$ cat src/rtl/pin_select_pkg.sv
// Package for the port-2/port-3 output function selector.
// Assumes an APB register bus of 32-bit aligned words on a single clock.
package pin_select_pkg;

    // ****************************************************************
    // Register byte offsets
    // ****************************************************************
    localparam logic [7:0] TIMER_CTRL0_OFS = 8'h00;
    localparam logic [7:0] TIMER_CTRL1_OFS = 8'h04;
    localparam logic [7:0] SERIAL_CTRL_OFS = 8'h08;
    localparam logic [7:0] PULSE_EN_OFS = 8'h0C;
    localparam logic [7:0] DMA_CTRL_OFS = 8'h10;
    localparam logic [7:0] PORT_DIR_OFS = 8'h14;
    localparam logic [7:0] PORT_DATA_OFS = 8'h18;
    localparam logic [7:0] PIN_STATUS_OFS = 8'h1C;

    // ****************************************************************
    // Field positions (low bit of each field)
    // ****************************************************************
    // Timer control 0: four 4-bit io-control fields, then buffer modes
    localparam int T0A_POS = 0;
    localparam int T0B_POS = 4;
    localparam int T0C_POS = 8;
    localparam int T0D_POS = 12;
    localparam int BUF_A_POS = 16;
    localparam int BUF_B_POS = 17;
    // Timer control 1
    localparam int T1A_POS = 0;
    localparam int T1B_POS = 4;
    localparam int T2A_POS = 8;
    localparam int T2B_POS = 12;
    localparam int T3B_POS = 16;
    // Serial control
    localparam int SMART_POS = 0;
    localparam int GSM_POS = 1;
    localparam int SYNC_POS = 2;
    localparam int TE_POS = 3;
    localparam int RE_POS = 4;
    localparam int CKE_POS = 5;
    // DMA control: channel 0 at bit 0, channel 1 at bit 8
    localparam int DMA1_POS = 8;
    localparam int LOC_POS = 0;
    localparam int AMS_POS = 2;
    localparam int ACKE_POS = 3;
    localparam int TENDE_POS = 4;
    // Port direction, data, status: port-2 bit 0 at 0, port-3 at 15..8
    localparam int P2_POS = 0;
    localparam int P3_POS = 8;
    localparam int ALT_POS = 16;

    // ****************************************************************
    // Encodings and reset values
    // ****************************************************************
    localparam logic [1:0] LOC_SECOND = 2'h1;
    localparam logic [1:0] CKE_INT_OUT = 2'h1;
    localparam logic [31:0] CTRL_RESET = 32'h0000_0000;
    localparam logic [2:0] SYNC_RESET = 3'h0;

    // Peripheral outputs offered to the pins
    typedef struct packed {
        logic timer3_chan_b_out;
        logic timer2_chan_b_out;
        logic timer2_chan_a_out;
        logic timer1_chan_b_out;
        logic timer1_chan_a_out;
        logic timer0_chan_d_out;
        logic timer0_chan_c_out;
        logic timer0_chan_b_out;
        logic timer0_chan_a_out;
        logic serial0_clock_out;
        logic dma1_acknowledge;
        logic dma0_acknowledge;
        logic dma1_transfer_end;
        logic dma0_transfer_end;
        logic [15:0] pulse_out;
    } periph_out_t;

    // One pad: level driven, and drive enable (low while driving)
    typedef struct packed {
        logic out;
        logic oe_n;
    } pad_drive_t;

endpackage

$ cat src/rtl/port_out_select.sv
// Output function selector for port-2 bit 0 and port-3 bits 7..0.
// Assumes peripherals on pclk drive periph_out; pads are resolved outside.
//
// The placing of the registers and the APB register port were decided locally.
`timescale 1ns/100ps

// Functional notes
// RULE1: P2.0 takes timer3 B compare when enabled
// RULE2: Smart card: P2.0 serial clock per GSM/clock
// RULE3: Normal serial: P2.0 clock in async/sync cases
// RULE4: Pulse bits drive pins when enable set
// RULE5: P3.7 takes timer2 B compare when enabled
// RULE6: P3.6 takes timer2 A compare when enabled
// RULE7: P3.5 takes timer1 B compare when enabled
// RULE8: P3.4 takes timer1 A compare when enabled
// RULE9: P3.3 timer0 D needs B buffer off
// RULE10: P3.2 timer0 C needs A buffer off
// RULE11: P3.1 takes timer0 B compare when enabled
// RULE12: P3.0 takes timer0 A compare when enabled
// RULE13: DMA acknowledge on P3.5 and P3.2
// RULE14: DMA transfer end on P3.4 and P3.1
// RULE15: No alternate: port direction and data rule
// RULE16: First listed active function wins per pin; the code puts pulse bits lowest and DMA strobes above timers on port 3
module port_out_select (
    // Clock and reset
    input wire logic pclk,
    input wire logic presetn,
    // APB slave
    input wire logic psel,
    input wire logic penable,
    input wire logic pwrite,
    input wire logic [7:0] paddr,
    input wire logic [31:0] pwdata,
    output logic [31:0] prdata,
    output logic pready,
    output logic pslverr,
    // Peripheral outputs
    input pin_select_pkg::periph_out_t periph_out,
    // Port-2 bit 0 pad
    input wire logic p2_pin_in,
    output logic p2_pin_out,
    output logic p2_pin_oe_n,
    // Port-3 pads
    input wire logic [7:0] p3_pin_in,
    output logic [7:0] p3_pin_out,
    output logic [7:0] p3_pin_oe_n
);
    import pin_select_pkg::*;

    // Compare output is enabled: control bit 3 clear, action nonzero
    function automatic logic compare_on(input logic [3:0] f);
        compare_on = !f[3] && (f[1:0] != 2'h0);
    endfunction

    // ****************************************************************
    // Register file
    // ****************************************************************
    logic [31:0] tctl0_q, tctl1_q, sctl_q, pen_q, dctl_q, dir_q, dat_q;
    logic [31:0] prdata_q, rd_mux;
    logic rd_hit;
    logic pslverr_q;
    wire setup = psel && !penable;
    wire wr_acc = psel && penable && pwrite;

    // Registers are written at the access edge; zero-wait slave
    always_ff @(posedge pclk or negedge presetn) begin
        if (!presetn) begin
            tctl0_q <= CTRL_RESET;
            tctl1_q <= CTRL_RESET;
            sctl_q <= CTRL_RESET;
            pen_q <= CTRL_RESET;
            dctl_q <= CTRL_RESET;
            dir_q <= CTRL_RESET;
            dat_q <= CTRL_RESET;
        end else if (wr_acc) begin
            case (paddr)
                TIMER_CTRL0_OFS: tctl0_q <= pwdata;
                TIMER_CTRL1_OFS: tctl1_q <= pwdata;
                SERIAL_CTRL_OFS: sctl_q <= pwdata;
                PULSE_EN_OFS: pen_q <= pwdata;
                DMA_CTRL_OFS: dctl_q <= pwdata;
                PORT_DIR_OFS: dir_q <= pwdata;
                PORT_DATA_OFS: dat_q <= pwdata;
                default: ;
            endcase
        end
    end

    // ****************************************************************
    // Pin input synchronisers
    // ****************************************************************
    // Three stages; the filtered level only moves when stages 2 and 3 agree
    logic [8:0] pin_s1_q, pin_s2_q, pin_s3_q, pin_lvl_q;
    always_ff @(posedge pclk or negedge presetn) begin
        if (!presetn) begin
            pin_s1_q <= 9'h000;
            pin_s2_q <= 9'h000;
            pin_s3_q <= 9'h000;
            pin_lvl_q <= 9'h000;
        end else begin
            pin_s1_q <= {p3_pin_in, p2_pin_in};
            pin_s2_q <= pin_s1_q;
            pin_s3_q <= pin_s2_q;
            for (int i = 0; i < 9; i++) begin
                if (pin_s2_q[i] == pin_s3_q[i]) begin
                    pin_lvl_q[i] <= pin_s3_q[i];
                end
            end
        end
    end

    // ****************************************************************
    // Enable conditions
    // ****************************************************************
    wire [3:0] t0a = tctl0_q[T0A_POS +: 4];
    wire [3:0] t0b = tctl0_q[T0B_POS +: 4];
    wire [3:0] t0c = tctl0_q[T0C_POS +: 4];
    wire [3:0] t0d = tctl0_q[T0D_POS +: 4];
    wire chan_a_buffer_mode = tctl0_q[BUF_A_POS];
    wire chan_b_buffer_mode = tctl0_q[BUF_B_POS];

    // Timer compare enables
    wire t3b_en = compare_on(tctl1_q[T3B_POS +: 4]);  // see RULE1
    wire t2b_en = compare_on(tctl1_q[T2B_POS +: 4]);  // see RULE5
    wire t2a_en = compare_on(tctl1_q[T2A_POS +: 4]);  // see RULE6
    wire t1b_en = compare_on(tctl1_q[T1B_POS +: 4]);  // see RULE7
    wire t1a_en = compare_on(tctl1_q[T1A_POS +: 4]);  // see RULE8
    wire t0d_en = !chan_b_buffer_mode && compare_on(t0d);  // see RULE9
    // Channel C checked against its own field, not channel D's
    wire t0c_en = !chan_a_buffer_mode && compare_on(t0c);  // see RULE10
    wire t0b_en = compare_on(t0b);  // see RULE11
    wire t0a_en = compare_on(t0a);  // see RULE12

    // Serial clock output enable
    wire smart_card_select = sctl_q[SMART_POS];
    wire gsm_mode_bit = sctl_q[GSM_POS];
    wire clocked_sync_select = sctl_q[SYNC_POS];
    wire txrx_on = sctl_q[TE_POS] || sctl_q[RE_POS];
    wire [1:0] serial_clock_source_field = sctl_q[CKE_POS +: 2];
    wire cke_out = serial_clock_source_field == CKE_INT_OUT;
    wire sck_smart = txrx_on && ((!gsm_mode_bit && cke_out) || gsm_mode_bit);  // see RULE2
    wire sck_norm = txrx_on && ((!clocked_sync_select && cke_out)
        || (clocked_sync_select && !serial_clock_source_field[1]));  // see RULE3
    wire sck_en = smart_card_select ? sck_smart : sck_norm;

    // Pulse enables: low bit 0 and high bits 15..8
    wire pulse_enable_low = pen_q[0];
    wire [7:0] pulse_enable_high = pen_q[15:8];

    // DMA strobe enables
    wire [1:0] dma0_pin_location = dctl_q[LOC_POS +: 2];
    wire [1:0] dma1_pin_location = dctl_q[DMA1_POS + LOC_POS +: 2];
    wire d0_here = dma0_pin_location == LOC_SECOND;
    wire d1_here = dma1_pin_location == LOC_SECOND;
    wire ack0_en = d0_here && dctl_q[AMS_POS] && dctl_q[ACKE_POS];  // see RULE13
    wire ack1_en = d1_here && dctl_q[DMA1_POS + AMS_POS]
        && dctl_q[DMA1_POS + ACKE_POS];  // see RULE13
    wire dma0_transfer_end_en = d0_here && dctl_q[TENDE_POS];  // see RULE14
    wire dma1_transfer_end_en = d1_here && dctl_q[DMA1_POS + TENDE_POS];  // see RULE14

    // ****************************************************************
    // Per-pin selection
    // ****************************************************************
    // Fixed priority: the last assigned active function owns the pin
    pad_drive_t p2_d;
    pad_drive_t [7:0] p3_d;
    logic [8:0] alt_on;
    always_comb begin
        // Default is the plain port: drive data when direction is output
        p2_d = '{out: dat_q[P2_POS], oe_n: !dir_q[P2_POS]};  // see RULE15
        for (int i = 0; i < 8; i++) begin
            p3_d[i] = '{out: dat_q[P3_POS + i], oe_n: !dir_q[P3_POS + i]};  // see RULE15
        end
        // Port-2 bit 0; later assignments win, so test in reverse
        if (pulse_enable_low) p2_d = '{out: periph_out.pulse_out[0], oe_n: 1'b0};  // see RULE4
        if (sck_en) p2_d = '{out: periph_out.serial0_clock_out, oe_n: 1'b0};  // see RULE16
        if (t3b_en) p2_d = '{out: periph_out.timer3_chan_b_out, oe_n: 1'b0};  // see RULE16
        // Pulse outputs lowest on every port-3 pin
        for (int i = 0; i < 8; i++) begin
            if (pulse_enable_high[i]) begin
                p3_d[i] = '{out: periph_out.pulse_out[8 + i], oe_n: 1'b0};  // see RULE4
            end
        end
        if (t2b_en) p3_d[7] = '{out: periph_out.timer2_chan_b_out, oe_n: 1'b0};
        if (t2a_en) p3_d[6] = '{out: periph_out.timer2_chan_a_out, oe_n: 1'b0};
        if (t1b_en) p3_d[5] = '{out: periph_out.timer1_chan_b_out, oe_n: 1'b0};
        if (ack1_en) p3_d[5] = '{out: periph_out.dma1_acknowledge, oe_n: 1'b0};  // see RULE16
        if (t1a_en) p3_d[4] = '{out: periph_out.timer1_chan_a_out, oe_n: 1'b0};
        if (dma1_transfer_end_en) p3_d[4] = '{out: periph_out.dma1_transfer_end, oe_n: 1'b0};  // see RULE16
        if (t0d_en) p3_d[3] = '{out: periph_out.timer0_chan_d_out, oe_n: 1'b0};
        if (t0c_en) p3_d[2] = '{out: periph_out.timer0_chan_c_out, oe_n: 1'b0};
        if (ack0_en) p3_d[2] = '{out: periph_out.dma0_acknowledge, oe_n: 1'b0};  // see RULE16
        if (t0b_en) p3_d[1] = '{out: periph_out.timer0_chan_b_out, oe_n: 1'b0};
        if (dma0_transfer_end_en) p3_d[1] = '{out: periph_out.dma0_transfer_end, oe_n: 1'b0};  // see RULE16
        if (t0a_en) p3_d[0] = '{out: periph_out.timer0_chan_a_out, oe_n: 1'b0};
        // Alternate-function ownership, reported in the status register
        alt_on[0] = t3b_en || sck_en || pulse_enable_low;
        alt_on[8] = t2b_en || pulse_enable_high[7];
        alt_on[7] = t2a_en || pulse_enable_high[6];
        alt_on[6] = ack1_en || t1b_en || pulse_enable_high[5];
        alt_on[5] = dma1_transfer_end_en || t1a_en || pulse_enable_high[4];
        alt_on[4] = t0d_en || pulse_enable_high[3];
        alt_on[3] = ack0_en || t0c_en || pulse_enable_high[2];
        alt_on[2] = dma0_transfer_end_en || t0b_en || pulse_enable_high[1];
        alt_on[1] = t0a_en || pulse_enable_high[0];
    end

    // Pads registered: one cycle of latency buys glitch-free pins
    pad_drive_t p2_q;
    pad_drive_t [7:0] p3_q;
    logic [8:0] alt_q;
    always_ff @(posedge pclk or negedge presetn) begin
        if (!presetn) begin
            p2_q <= '{out: 1'b0, oe_n: 1'b1};
            p3_q <= {8{2'h1}};
            alt_q <= 9'h000;
        end else begin
            p2_q <= p2_d;
            p3_q <= p3_d;
            alt_q <= alt_on;
        end
    end

    assign p2_pin_out = p2_q.out;
    assign p2_pin_oe_n = p2_q.oe_n;
    always_comb begin
        for (int i = 0; i < 8; i++) begin
            p3_pin_out[i] = p3_q[i].out;
            p3_pin_oe_n[i] = p3_q[i].oe_n;
        end
    end

    // ****************************************************************
    // Read path
    // ****************************************************************
    // Read data captured in the setup cycle, held through the access
    always_comb begin
        rd_hit = 1'b1;
        case (paddr)
            TIMER_CTRL0_OFS: rd_mux = tctl0_q;
            TIMER_CTRL1_OFS: rd_mux = tctl1_q;
            SERIAL_CTRL_OFS: rd_mux = sctl_q;
            PULSE_EN_OFS: rd_mux = pen_q;
            DMA_CTRL_OFS: rd_mux = dctl_q;
            PORT_DIR_OFS: rd_mux = dir_q;
            PORT_DATA_OFS: rd_mux = dat_q;
            PIN_STATUS_OFS: rd_mux = {alt_q[8:1], 7'h00, alt_q[0],
                pin_lvl_q[8:1], 7'h00, pin_lvl_q[0]};
            default: begin
                rd_mux = 32'h0000_0000;
                rd_hit = 1'b0;
            end
        endcase
    end

    always_ff @(posedge pclk or negedge presetn) begin
        if (!presetn) begin
            prdata_q <= 32'h0000_0000;
            pslverr_q <= 1'b0;
        end else if (setup) begin
            prdata_q <= pwrite ? 32'h0000_0000 : rd_mux;
            pslverr_q <= !rd_hit;
        end
    end

    assign prdata = prdata_q;
    assign pready = 1'b1;
    assign pslverr = pslverr_q && psel && penable;

endmodule

$ cat config.mk
export PLATFORM = sky130hd
export DESIGN_NAME = port_out_select
export DESIGN_NICKNAME = d
export VERILOG_FILES = /design/src/rtl/pin_select_pkg.sv /design/src/rtl/port_out_select.sv
export SDC_FILE = /design/constraint.sdc
export NUM_CORES = 1
export LEC_CHECK = 0
export BUFFER_PORTS_ARGS = -buffer_cell sky130_fd_sc_hd__buf_2
export CAP_MARGIN = 10
export CORE_MARGIN = 2
export CORE_UTILIZATION = 43
export CTS_BUF_LIST = sky130_fd_sc_hd__clkbuf_4 sky130_fd_sc_hd__clkbuf_8 sky130_fd_sc_hd__clkbuf_16
export DETAILED_ROUTE_END_ITERATION = 12
export SLEW_MARGIN = 10
export SYNTH_ARGS = -nofsm -noshare
export SYNTH_HDL_FRONTEND = slang
export SYNTH_SLANG_ARGS = --single-unit
$ cat constraint.sdc
create_clock -name pclk -period 1.6 [get_ports pclk]
set_input_delay 0.32 -clock pclk [delete_from_list [all_inputs] [get_ports pclk]]
set_output_delay 0.32 -clock pclk [all_outputs]
set_load 0.01 [all_outputs]
==> results_dict.tcl <==
set metrics [dict create \
    fin_crit_ns 1.55 \
    wl_per_cell_um 21.9 \
    syn-instance-count 925 \
    wl_met1_um 16300 \
    htreeDepth 2 \
    grt_pass1_vias 9114 \
    cp-start-kind "input port" \
    cp.required_ns 1.99 \
    fillers 2616 \
    end_kind "flip-flop" \
    insertion_delay_ns 0.51 \
    status "completed" \
    yosys_warnings 0 \
    synth_area_um2 13700 \
    synth-seq-cells 320 \
    clock_path_buffers 3 \
    cts_num_sinks 320 \
    async_flop_share_pct 100 \
    track_usage_pct 21.7 \
    drtPass1Iterations 5 \
    worstPathArrival_ns 1.94 \
    syn_area_per_cell_um2 14.8 \
    finClkSkew_ns 0.0151 \
    cpPeakStageDelay_ns 0.58 \
    ys_seq_area_share_pct 58.6 \
    dp_hpwl_um 24100 \
    wl_met3_um 1760 \
    viasPerCell 5.42 \
    finalMaxSlewViolations 0 \
    met2_length_um 16000 \
    drt_iter0_drc 568 \
    core_um2 31500 \
    drive_gt1_share_pct 49.8 \
    fin_nets 1236 \
    clk_pin_slew_ns 0.06 \
    power_mw 17.7 \
    synth_edf_count 0 \
    dieHeight_um 182 \
    crit_path_cell_trace "buf_2 > or4_4 > nor2_4 > and3_4 > buf_4 > mux2_2" \
    cp_slowest_cell "or4_4" \
    min_path_type "input port to flip-flop" \
    io_buffers 127 \
    dieArea_um2 33200 \
    grt-ovfl-total 0 \
    synthFlopType "dfrtp_1" \
    antenna_found_initial 1 \
    cap_violations 0 \
    syn2layout_area_growth_pct 25.6 \
    die_w_um 182 \
    root_buffer "clkbuf_16" \
    antenna_left 0 \
    clock.fmax_mhz 645 \
    start_util_pct 43.4 \
    routed_wl_um 34500 \
    io_pins 136 \
    rsz0062_at_grt "false" \
    cts_buffers 35 \
    p_leak_nw 8.56 \
    whs_path_depth 2 \
    rr_worst_depth 5 \
    stdcell_count 1580 \
    setup_ws_ns 0.0488 \
    setup_violations 0 \
    ir_drop_mv 0.821 \
    crit_type "input port to flip-flop" \
    place_inst 1504 \
    syn-num-nets 1009 \
    path_max_fanout 6 \
    pre_cts_ws_ns -0.499 \
    num_rows 65 \
    seqCellArea_um2 8020 \
    grt_max_degree 47 \
    num_vias 8563 \
    final_core_util_pct 54.6 \
    globalplace.congestion 0.783 \
    highest_layer "met5" \
    p_per_area_nw_per_um2 1030 \
    cts_tree "yes" \
    grt_pass1_wl_um 55300 \
    drcViolationCount 0 \
    synthDistinctLibCells 46 \
    finalHoldViolations 0 \
    period_share_pct 97.0 \
    multiInputGateArea_um2 5450 \
]
worst paths after layout:
path | start | endpoint | slack, ns
min in group asynchronous | presetn | dir_q[6] | 0.30
max reg2reg | sctl_q[2] | p2_pin_oe_n | 0.10
max | paddr[6] | sctl_q[31] | 0.05
min | periph_out[19] | p3_pin_out[5] | 0.03
min reg2reg | pin_s1_q[4] | pin_s2_q[4] | 0.34
max in group asynchronous | presetn | p3_pin_oe_n[7] | 0.62
placed cells by master (no fill, tap or decap), types with 9 or more instances in the layout:
master	count
dfrtp_1	311
mux2_2	182
buf_2	124
buf_4	74
mux2_4	47
nand2_1	44
clkbuf_16	38
mux4_2	37
nor2_1	34
buf_12	33
o21ai_0	32
a22oi_1	32
mux2i_1	26
clkbuf_8	11
clkbuf_4	11
a22o_1	10
dlygate4sd3_1	10
maj3_1	9
dfstp_2	9
logic make-up after synthesis:
| logic type | share of synthesized area (%) |
|---|---|
| fa+ha+maj | 0.659 |
| flops | 58.6 |
| mux | 28.0 |
| other cells | 0.0274 |
| compound gates | 5.69 |
| simple gates | 4.62 |
| buf+inv | 2.34 |
final cells by class:
class	count	share of cell area, %
clock buffers	59	6.75
inverters	6	0.131
diodes	1	0.0146
well taps	402	2.93
multi-input cells	546	31.7
flip-flops and latches	320	46.7
repair buffers	243	11.5
clock inverters	3	0.233
state kept, by name, indices dropped and copies added, names as in the netlist:
name,count
dat_q,32
dctl_q,32
dir_q,32
pen_q,32
prdata,32
sctl_q,32
tctl0_q,32
tctl1_q,32
alt_q,9
pin_lvl_q,9
pin_s1_q,9
pin_s2_q,9
pin_s3_q,9
p3_pin_oe_n,8
p3_pin_out,8
p2_pin_oe_n,1
p2_pin_out,1
pslverr_q,1
through the flow:
stage	hold slack, ns	cell area, um2	setup TNS [ns]
after floorplan	0.0244	13900	-44.19
after global placement	0.230	15800	-91.31
after detailed placement	0.225	15800	-94.53
after CTS	0.00846	17100	0
after global routing	0.0404	17200	0
final	0.0252	17200	0
synth_stat cells, types with 10 or more instances:
cell type    n  share of area (%)
clkbuf_1    11               0.30
mux2_2     198                 16
mux4_2      37                6.1
nand2_1     45                1.2
o21ai_0     32                1.2
a22o_1      10               0.64
buf_2       25               0.92
nor2_1      35               0.96
buf_4       12               0.66
mux2_4      30                3.3
dfrtp_1    311                 57
a22oi_1     32                1.8
mux2i_1     26                1.9
layer usage:
metal | track usage, % | vias up
met5 | 0 | -
met2 | 34.5 | 202
li1 | - | 3850
met1 | 31.6 | 4476
met3 | 3.99 | 33
met4 | 3.90 | 2
repair_timing:
item | in CTS | in global routing
hold buffers | 10 | 0
endpoints found under the hold margin | 42 | 0
buffers inserted | 0 | 2
gates resized for setup | 0 | 0
setup endpoints to repair | 0 | 13
where the power goes:
group	switching (mW)	internal [mW]
Clock	3.15	5.09
Combinational	0.581	0.496
Sequential	0.0986	8.29
critical path, delay by kind of cell:
family / cells / cell delay (ns)
buffers and inverters: 2 / 0.29
muxes: 1 / 0.34
and+or+nand+nor: 3 / 0.99
Note: power is estimated with default switching activity, not from simulation.
